[src/inc/xl_pkg.sv]
package xl_pkg;
  localparam int LANES = 8;
  localparam int ADDR_W = 12;
  localparam int MODE_W = 5;
  localparam int TEST_W = 4;
  // register indices; the byte address is four times the index
  localparam logic [9:0] IDX_CTRL = 10'h200;
  localparam logic [9:0] IDX_LINK_A = 10'h20A;
  localparam logic [9:0] IDX_LINK_B = 10'h20B;
  localparam logic [9:0] IDX_STAT_A = 10'h20C;
  localparam logic [9:0] IDX_STAT_B = 10'h20D;
  localparam logic [9:0] IDX_FAULT = 10'h20E;
  localparam logic [7:0] RST_EXTRA = 8'h00;
  localparam logic [7:0] RST_CTRL = 8'h00;
  localparam logic [1:0] RST_FAULT = 2'h0;
  localparam logic [31:0] RST_RDATA = 32'h0;
  localparam int SER_BIT = 0;
  localparam int LANE_LSB = 1;
  localparam int CTRL_EN_BIT = 0;
  localparam int CTRL_PD_A_BIT = 1;
  localparam int CTRL_PD_B_BIT = 2;
  localparam int FAULT_A_BIT = 0;
  localparam int FAULT_B_BIT = 1;
  localparam logic [1:0] RESP_OKAY = 2'h0;
  localparam logic [1:0] RESP_DECERR = 2'h3;
  typedef enum logic [1:0] {
    BUS_IDLE = 2'h1,
    BUS_ACK = 2'h2
  } bus_state_t;
endpackage

[src/rtl/byte_reg.sv]
`timescale 1ns/100ps
module byte_reg #(
  parameter logic [7:0] RESET = 8'h00
) (
  input wire logic clk,
  input wire logic nrst,
  input wire logic we,
  input wire logic [7:0] wdata,
  output logic [7:0] value_q
);
  always_ff @(posedge clk or negedge nrst) begin
    if (!nrst) begin
      value_q <= RESET;
    end else if (we) begin
      value_q <= wdata;
    end
  end
endmodule

[src/rtl/lane_gate.sv]
`timescale 1ns/100ps
module lane_gate #(
  parameter int LANES = 8
) (
  input wire logic clk,
  input wire logic nrst,
  input wire logic link_on,
  input wire logic [LANES-1:0] mode_lanes,
  input wire logic [LANES-1:0] force_lanes,
  input wire logic ser_force,
  output logic [LANES-1:0] clk_en_q,
  output logic [LANES-1:0] ser_clk_q
);
  logic [LANES-1:0] clk_en_d;
  logic [LANES-1:0] ser_en;
  logic [LANES-1:0] lower_ok;
  logic [LANES-1:0] ser_clk_d;

  always_comb begin
    clk_en_d = link_on ? (mode_lanes | force_lanes) : '0;
    ser_en = link_on ? (mode_lanes | (ser_force ? force_lanes : '0)) : '0;
    lower_ok[0] = 1'b1;
    for (int n = 1; n < LANES; n++) begin
      lower_ok[n] = lower_ok[n-1] & clk_en_d[n-1];
    end
    ser_clk_d = ser_en & lower_ok;
  end

  always_ff @(posedge clk or negedge nrst) begin
    if (!nrst) begin
      clk_en_q <= '0;
      ser_clk_q <= '0;
    end else begin
      clk_en_q <= clk_en_d;
      ser_clk_q <= ser_clk_d;
    end
  end

  logic [LANES-1:0] chain_ok;
  always_comb begin
    chain_ok[0] = 1'b1;
    for (int n = 1; n < LANES; n++) begin
      chain_ok[n] = chain_ok[n-1] & clk_en_q[n-1];
    end
  end
endmodule

[src/rtl/extra_lane_ctrl.sv]
`timescale 1ns/100ps
// Notes on behaviour
// link A register at 0x20A, resets 0x00
// link B register at 0x20B, resets 0x00
// link A bits 7..1 force lanes 1..7
// link B bits 7..1 force lanes 1..7
// forced lane on despite unused by mode
// force bit alone enables only link clocks
// bit 0 clear keeps forced serializers off
// bit 0 set powers forced lane serializers
// software writes only while link disabled
// forced lanes use link mode and test
// force never overrides link enable or power-down
// serializer n needs lanes 0..n-1 enabled
// lane enable is mode OR force, gated
module extra_lane_ctrl #(
  parameter int LANES = xl_pkg::LANES,
  parameter int MODE_W = xl_pkg::MODE_W,
  parameter int TEST_W = xl_pkg::TEST_W
) (
  input wire logic clk,
  input wire logic nrst,
  input wire logic [xl_pkg::ADDR_W-1:0] avs_address,
  input wire logic avs_read,
  input wire logic avs_write,
  input wire logic [31:0] avs_writedata,
  input wire logic [3:0] avs_byteenable,
  output logic [31:0] avs_readdata,
  output logic [1:0] avs_response,
  output logic avs_waitrequest,
  input wire logic [LANES-1:0] mode_lanes_a,
  input wire logic [LANES-1:0] mode_lanes_b,
  input wire logic [MODE_W-1:0] link_mode_select,
  input wire logic [TEST_W-1:0] link_test_pattern_select,
  output logic serial_link_master_enable,
  output logic [1:0] channel_power_down_control,
  output logic [LANES-1:0] lane_clk_en_a,
  output logic [LANES-1:0] lane_ser_clk_a,
  output logic [LANES-1:0] lane_clk_en_b,
  output logic [LANES-1:0] lane_ser_clk_b,
  output logic [MODE_W-1:0] lane_mode_q,
  output logic [TEST_W-1:0] lane_test_q
);
  xl_pkg::bus_state_t state_q;
  xl_pkg::bus_state_t state_d;
  logic [7:0] link_a_extra_lane_control;
  logic [7:0] link_b_extra_lane_control;
  logic [7:0] ctrl_q;
  logic [1:0] fault_q;
  logic [1:0] fault_d;
  logic [31:0] rdata_d;
  logic [1:0] resp_d;
  logic req;
  logic fire;
  logic wr_fire;
  logic lo_byte;
  logic hit_ctrl;
  logic hit_a;
  logic hit_b;
  logic hit_stat_a;
  logic hit_stat_b;
  logic hit_fault;
  logic mapped;
  logic we_a;
  logic we_b;
  logic we_ctrl;
  logic link_a_on;
  logic link_b_on;
  logic link_a_forced_serializer_on;
  logic link_b_forced_serializer_on;
  logic [LANES-1:0] force_a;
  logic [LANES-1:0] force_b;

  // address decode; each register owns one aligned 32-bit word
  always_comb begin
    hit_ctrl = avs_address == {xl_pkg::IDX_CTRL, 2'h0};
    hit_a = avs_address == {xl_pkg::IDX_LINK_A, 2'h0};
    hit_b = avs_address == {xl_pkg::IDX_LINK_B, 2'h0};
    hit_stat_a = avs_address == {xl_pkg::IDX_STAT_A, 2'h0};
    hit_stat_b = avs_address == {xl_pkg::IDX_STAT_B, 2'h0};
    hit_fault = avs_address == {xl_pkg::IDX_FAULT, 2'h0};
    mapped = hit_ctrl | hit_a | hit_b | hit_stat_a | hit_stat_b | hit_fault;
  end

  // one wait state: the first cycle of a request loads the answer,
  // the second drops waitrequest so the master samples it
  assign req = avs_read | avs_write;
  assign avs_waitrequest = req & (state_q == xl_pkg::BUS_IDLE);
  assign fire = req & (state_q == xl_pkg::BUS_ACK);
  assign wr_fire = fire & avs_write;
  assign lo_byte = avs_byteenable[0];

  always_comb begin
    state_d = state_q;
    unique case (state_q)
      xl_pkg::BUS_IDLE: begin
        if (req) begin
          state_d = xl_pkg::BUS_ACK;
        end
      end
      xl_pkg::BUS_ACK: begin
        state_d = xl_pkg::BUS_IDLE;
      end
      default: begin
        state_d = xl_pkg::BUS_IDLE;
      end
    endcase
  end

  always_ff @(posedge clk or negedge nrst) begin
    if (!nrst) begin
      state_q <= xl_pkg::BUS_IDLE;
    end else begin
      state_q <= state_d;
    end
  end

  // reconfiguring lanes under a running link would glitch the lane clocks,
  // so lane writes are dropped while the link is enabled and flagged
  always_comb begin
    we_ctrl = wr_fire & lo_byte & hit_ctrl;
    we_a = wr_fire & lo_byte & hit_a & ~serial_link_master_enable;
    we_b = wr_fire & lo_byte & hit_b & ~serial_link_master_enable;
  end

  byte_reg #(
    .RESET(xl_pkg::RST_EXTRA)
  ) u_link_a_reg (
    .clk(clk),
    .nrst(nrst),
    .we(we_a),
    .wdata(avs_writedata[7:0]),
    .value_q(link_a_extra_lane_control)
  );

  byte_reg #(
    .RESET(xl_pkg::RST_EXTRA)
  ) u_link_b_reg (
    .clk(clk),
    .nrst(nrst),
    .we(we_b),
    .wdata(avs_writedata[7:0]),
    .value_q(link_b_extra_lane_control)
  );

  byte_reg #(
    .RESET(xl_pkg::RST_CTRL)
  ) u_ctrl_reg (
    .clk(clk),
    .nrst(nrst),
    .we(we_ctrl),
    .wdata(avs_writedata[7:0]),
    .value_q(ctrl_q)
  );

  assign serial_link_master_enable = ctrl_q[xl_pkg::CTRL_EN_BIT];
  assign channel_power_down_control = {
    ctrl_q[xl_pkg::CTRL_PD_B_BIT],
    ctrl_q[xl_pkg::CTRL_PD_A_BIT]
  };

  // blocked-write flags: write one to clear, a new block wins the clear
  always_comb begin
    fault_d = fault_q;
    if (wr_fire && lo_byte && hit_fault) begin
      fault_d = fault_q & ~avs_writedata[1:0];
    end
    if (wr_fire && lo_byte && serial_link_master_enable) begin
      if (hit_a) begin
        fault_d[xl_pkg::FAULT_A_BIT] = 1'b1;
      end
      if (hit_b) begin
        fault_d[xl_pkg::FAULT_B_BIT] = 1'b1;
      end
    end
  end

  always_ff @(posedge clk or negedge nrst) begin
    if (!nrst) begin
      fault_q <= xl_pkg::RST_FAULT;
    end else begin
      fault_q <= fault_d;
    end
  end

  // lane gating per link
  always_comb begin
    link_a_on = serial_link_master_enable & ~channel_power_down_control[0];
    link_b_on = serial_link_master_enable & ~channel_power_down_control[1];
    link_a_forced_serializer_on = link_a_extra_lane_control[xl_pkg::SER_BIT];
    link_b_forced_serializer_on = link_b_extra_lane_control[xl_pkg::SER_BIT];
    // lane 0 is never forced; it belongs to every mode
    force_a = {link_a_extra_lane_control[LANES-1:xl_pkg::LANE_LSB], 1'b0};
    force_b = {link_b_extra_lane_control[LANES-1:xl_pkg::LANE_LSB], 1'b0};
  end

  lane_gate #(
    .LANES(LANES)
  ) u_gate_a (
    .clk(clk),
    .nrst(nrst),
    .link_on(link_a_on),
    .mode_lanes(mode_lanes_a),
    .force_lanes(force_a),
    .ser_force(link_a_forced_serializer_on),
    .clk_en_q(lane_clk_en_a),
    .ser_clk_q(lane_ser_clk_a)
  );

  lane_gate #(
    .LANES(LANES)
  ) u_gate_b (
    .clk(clk),
    .nrst(nrst),
    .link_on(link_b_on),
    .mode_lanes(mode_lanes_b),
    .force_lanes(force_b),
    .ser_force(link_b_forced_serializer_on),
    .clk_en_q(lane_clk_en_b),
    .ser_clk_q(lane_ser_clk_b)
  );

  // every lane, forced or not, follows the one link-wide rate and format
  always_ff @(posedge clk or negedge nrst) begin
    if (!nrst) begin
      lane_mode_q <= '0;
      lane_test_q <= '0;
    end else begin
      lane_mode_q <= link_mode_select;
      lane_test_q <= link_test_pattern_select;
    end
  end

  // read answer is built in the wait cycle and held through the ack cycle
  always_comb begin
    rdata_d = xl_pkg::RST_RDATA;
    resp_d = mapped ? xl_pkg::RESP_OKAY : xl_pkg::RESP_DECERR;
    if (hit_ctrl) begin
      rdata_d[7:0] = ctrl_q;
    end
    if (hit_a) begin
      rdata_d[7:0] = link_a_extra_lane_control;
    end
    if (hit_b) begin
      rdata_d[7:0] = link_b_extra_lane_control;
    end
    if (hit_stat_a) begin
      rdata_d[2*LANES-1:0] = {lane_ser_clk_a, lane_clk_en_a};
    end
    if (hit_stat_b) begin
      rdata_d[2*LANES-1:0] = {lane_ser_clk_b, lane_clk_en_b};
    end
    if (hit_fault) begin
      rdata_d[1:0] = fault_q;
    end
  end

  always_ff @(posedge clk or negedge nrst) begin
    if (!nrst) begin
      avs_readdata <= xl_pkg::RST_RDATA;
      avs_response <= xl_pkg::RESP_OKAY;
    end else if (avs_waitrequest) begin
      avs_readdata <= avs_read ? rdata_d : xl_pkg::RST_RDATA;
      avs_response <= resp_d;
    end
  end
endmodule

[config.mk]
export PLATFORM = sky130hd
export DESIGN_NAME = extra_lane_ctrl
export DESIGN_NICKNAME = d
export VERILOG_FILES = /design/src/inc/xl_pkg.sv /design/src/rtl/byte_reg.sv /design/src/rtl/lane_gate.sv /design/src/rtl/extra_lane_ctrl.sv
export SDC_FILE = /design/constraint.sdc
export NUM_CORES = 1
export LEC_CHECK = 0
export ABC_CLOCK_PERIOD_IN_PS = 1880
export BUFFER_PORTS_ARGS = -buffer_cell sky130_fd_sc_hd__buf_2
export CAP_MARGIN = 30
export CORE_AREA = 4 4 98 100
export DETAILED_ROUTE_END_ITERATION = 10
export DIE_AREA = 0 0 102 104
export PLACE_DENSITY = 0.74
export RECOVER_POWER = 25
export SLEW_MARGIN = 15
export SYNTH_ARGS = -nofsm -noshare
export SYNTH_HDL_FRONTEND = slang
export SYNTH_SLANG_ARGS = --single-unit
[constraint.sdc]
create_clock -name clk -period 1.88 [get_ports clk]
set_input_delay 0.094 -clock clk [delete_from_list [all_inputs] [get_ports clk]]
set_output_delay 0.094 -clock clk [all_outputs]
set_load 0.01 [all_outputs]
==> results.txt <==
- In this run the number of H-tree levels came out at 3.
- OpenSTA, run right after detailed placement, puts the worst setup slack at 0.02983 ns.
* Post-route worst setup slack: 0.2140 ns
- After synthesis, the share of flip-flops with an asynchronous set or reset is 1.000.
* Number of clock buffers inserted by TritonCTS: 9
* Startpoint of the lowest-slack register-to-register path: state_q[0]
- The mapped netlist covers 0.003835 mm2.
* Placed wire-length estimate: 7.467 mm
* Diode count: 0
- Routability-driven placement finished with a final weighted congestion of 0.9267.
- The number of max-slew violations in the final report was 0.
* Power density normalized to cell area: 750.1 mW/mm2
* Number of vias per cell after detailed routing: 5.228
* Area leader, netlist: dfrtp_1
- The smallest clock period supported by the final layout is computed as 1.666 ns.
- Clock Power Share: 0.376
- Die Area: 0.01061 mm2
* Number of synthesis warnings: 0
- Max-cap violations: 0
- The number of antenna violations at the first check in global routing was 0.
* Final hold vios: 0
- After the first detailed-routing iteration, the DRC count stood at 143.
* Area contributors post-synth: dfrtp_1, mux2_2, nor2_1
- The worst setup path is captured at a flop.
- Final worst clock skew: 0.01054 ns
* Total negative slack: 0 ns
* First drt pass iteration count: 4
- The flow ran to the end, and the final reports show no timing, DRC or antenna violations.
- Global routing finished with a remaining overflow of 0.
- In this run the most critical hold path is launched from mode_lanes_b[6].
- Avg Inst Size Synth: 11.38 um2
- Drt drc: 0
- For hold timing, the worst endpoint is u_gate_b.ser_clk_q[6].
- From left edge to right edge, the die measures 102 um.
- Number of global-route vias before repair: 3,268
* Final design instance area without fill: 0.004935 mm2
* Post-synthesis sequential element count: 84
* Clk pin slew, worst setup/hold paths: 0.08 ns
* Post-CTS Setup Repair Bufs: 0
* Final cell count without fillers: 592
- Source-to-sink clock delay at the later pin of the worst-skew pair: 0.35 ns
- In the finished design, the share of the clock period the worst path needs comes to 0.8862.
- Worst IR drop on VDD: 0.2790 mV
* Critical path data required time: 2.11 ns
* Share of final-layout standard cells stronger than drive strength 1: 0.3946
- The final layout contains routed wiring with a total length of 9.862 mm.
- In this run the tool buffered the top-level ports with 112 buffer cells.
- Number of synthesized flops with an enable pin: 0
* Standard-cell rows: 34
- Summed over all nets, the switching power comes to 0.9263 mW.
- CP Data Arrival Time: 1.90 ns
* Int Pwr: 2.775 mW
- Max FO, Critical Path: 8
* Maximum clock path buffer count: 2
* Drt wl/cell: 16.66 um
- Transition time at the pin with the least slew margin: 0.9724 ns
- For this configuration, the core starts out at a cell density of 0.4419.
- Clock tree sinks: 84
- For this design the top-level I/O count stands at 156.
- In this run the number of cells on the critical path is 5.
- The number of cells on the worst reg-to-reg path is 5.
* Register-to-Register Setup Slack: 0.21 ns
- Post-route antenna net violation count: 0
- Gate family responsible for the most delay along the worst path: simple AND/OR/NAND/NOR gates
- The net count of the finished layout is 556.
- Yosys mapped the design onto 46 distinct sky130hd cell types.
- For this run, the top clock speed supported by timing is 600.3 MHz.
* Placed Area: 0.004524 mm2
* Cell total after placement: 555
- The tree is rooted in a clkbuf_8.
- Cell-by-cell trace of the critical path: nand4b_1, nor3_4, buf_4, nand3b_2, mux2_2
* Pleak: 2.563 nW
- Along the worst hold path, the cell count comes to 3.
* All-Layer GR Usage: 0.1925
* Critical path launch point type: flop
- Of the total power, the share spent switching nets is 0.2503.
- On the worst path, the slowest cell contributes a delay of 0.38 ns.
- In the synthesized netlist the dominant register cell turns out to be dfrtp_1.
* Wire length of the first global-routing pass: 16.06 mm
- Sequential share of power: 0.508
* Overall power of the completed layout: 3.701 mW
- Number of instances in the synthesized netlist: 337
* Hold Path Class: in -> reg
- Area added between synthesis and finish: 28.68%
- Of the synthesized area, sequential elements account for 0.5485.
- RSZ-0062 raised after global routing: false
- Entering global routing, the biggest net connects 43 pins.
* Reg-to-Reg End: u_link_b_reg.value_q[1]
- Y dimension of the die: 104 um
- Critical setup path kind: reg -> reg
- Critical-path cell with the highest stage delay: dfstp_2
- Placeable core region: 0.008678 mm2
* Top-area cell type share of the netlist area: 0.5416
- Number of buffer and inverter stages on the critical path: 1
* # setup viols final: 0
- Clock tree from TritonCTS: built
- Combinational share of power: 0.116
- Count of vias placed by the detailed router: 3,095
- Headroom to the max-slew limit came out at 0.3518.
how the worst max path moves through the flow:
stage                   startpoint                      end
finish                  state_q[0]  u_link_b_reg.value_q[1]
detailed placement  avs_address[9]  u_link_b_reg.value_q[1]
global placement    avs_address[9]  u_link_b_reg.value_q[1]
floorplan           avs_address[2]    u_ctrl_reg.value_q[0]
global route            state_q[0]  u_link_b_reg.value_q[1]
CTS                     state_q[0]  u_link_b_reg.value_q[1]
cell usage in the layout (no fill, tap or decap), types with 3 or more instances in the layout:
master / n
a21oi_1: 12
a22oi_1: 8
a32oi_1: 6
and2_1: 8
buf_2: 111
buf_4: 17
clkbuf_8: 9
conb_1: 16
dfrtp_1: 83
dlygate4sd3_1: 21
inv_1: 4
mux2_2: 23
mux2_4: 8
mux2i_1: 8
nand2_1: 14
nand2b_1: 5
nand3_1: 3
nand3b_1: 3
nor2_1: 44
nor2b_1: 4
nor3_1: 7
nor4_1: 4
o21ai_0: 12
o31ai_1: 6
o32ai_1: 6
or2_2: 6
power by group through the flow:
stage	logic [mW]	clock network (mW)	registers, mW
floorplan	0.223	0	1.92
CTS	0.434	1.42	1.88
detailed placement	0.398	0	1.92
global route	0.477	1.49	1.88
global placement	0.392	0	1.91
finish	0.429	1.39	1.88
cell families after synthesis:
| kind of cell | synth area share |
|---|---|
| and+or+nand+nor | 0.1589 |
| buffers and inverters | 0.06264 |
| DFF | 0.5485 |
| other | 0.0009779 |
| muxes | 0.1197 |
| AOI/OAI and AO/OA | 0.1093 |
tightest hold or removal path, stage by stage:
cell and delay, ns:
buf_2 0.09, a21oi_1 0.04, nor2_1 0.09
state kept, by name (all words and copies together), names as in the netlist:
| name | flops |
|---|---|
| avs_readdata | 16 |
| u_ctrl_reg.value_q | 8 |
| u_gate_a.ser_clk_q | 8 |
| u_gate_b.clk_en_q | 8 |
| u_link_a_reg.value_q | 8 |
| u_link_b_reg.value_q | 8 |
| u_gate_a.clk_en_q | 7 |
| u_gate_b.ser_clk_q | 7 |
| lane_mode_q | 5 |
| lane_test_q | 4 |
| fault_q | 2 |
| state_q | 2 |
| avs_response | 1 |
area by class of cell:
cell class,instances,area [um2]
tap,108,135.1
multi-input combinational,229,1548
clock buffer,10,127.6
clock inverter,6,87.58
fill,745,3744
inverter,4,15.01
sequential,84,2103
timing repair buffer,151,918.4
through the flow:
| step | hold slack, ns | utilization |
|---|---|---|
| after global routing | 0.01583 | 0.5686 |
| final | 0.009911 | 0.5686 |
| after floorplan | -0.2016 | - |
| after global placement | 0.01963 | 0.5213 |
| after detailed placement | 0.02352 | 0.5213 |
| after CTS | 0.004376 | 0.5704 |
per-layer routing:
layer,global-route usage,part of all wire,vias up
li1,-,-,1454
met1,0.2500,0.41,1495
met2,0.3143,0.50,121
met3,0.03555,0.072,25
met4,0.07685,0.024,0
met5,0,0,-
cell usage after synthesis, types with 2 or more instances:
library cell / number
dfrtp_1: 83
nor2_1: 44
mux2_2: 23
buf_4: 21
nand2_1: 14
o21ai_0: 13
a21oi_1: 12
clkbuf_1: 10
a22oi_1: 8
and2_1: 8
mux2_4: 8
mux2i_1: 8
nor3_1: 7
a32oi_1: 6
o31ai_1: 6
o32ai_1: 6
or2_2: 6
nand2b_1: 5
inv_1: 4
nor2b_1: 4
nor4_1: 4
nand3_1: 3
nand3b_1: 3
a2bb2oi_1: 2
a32o_1: 2
buf_1: 2
buf_6: 2
nand3b_2: 2
nand4b_1: 2
nor3_4: 2
or4_4: 2
repair_timing:
action                    CTS  global route
hold buffers               21             0
hold endpoints to repair   83             0
gates resized for setup     0             0
No activity file was read; power rests on OpenSTA's default activity.
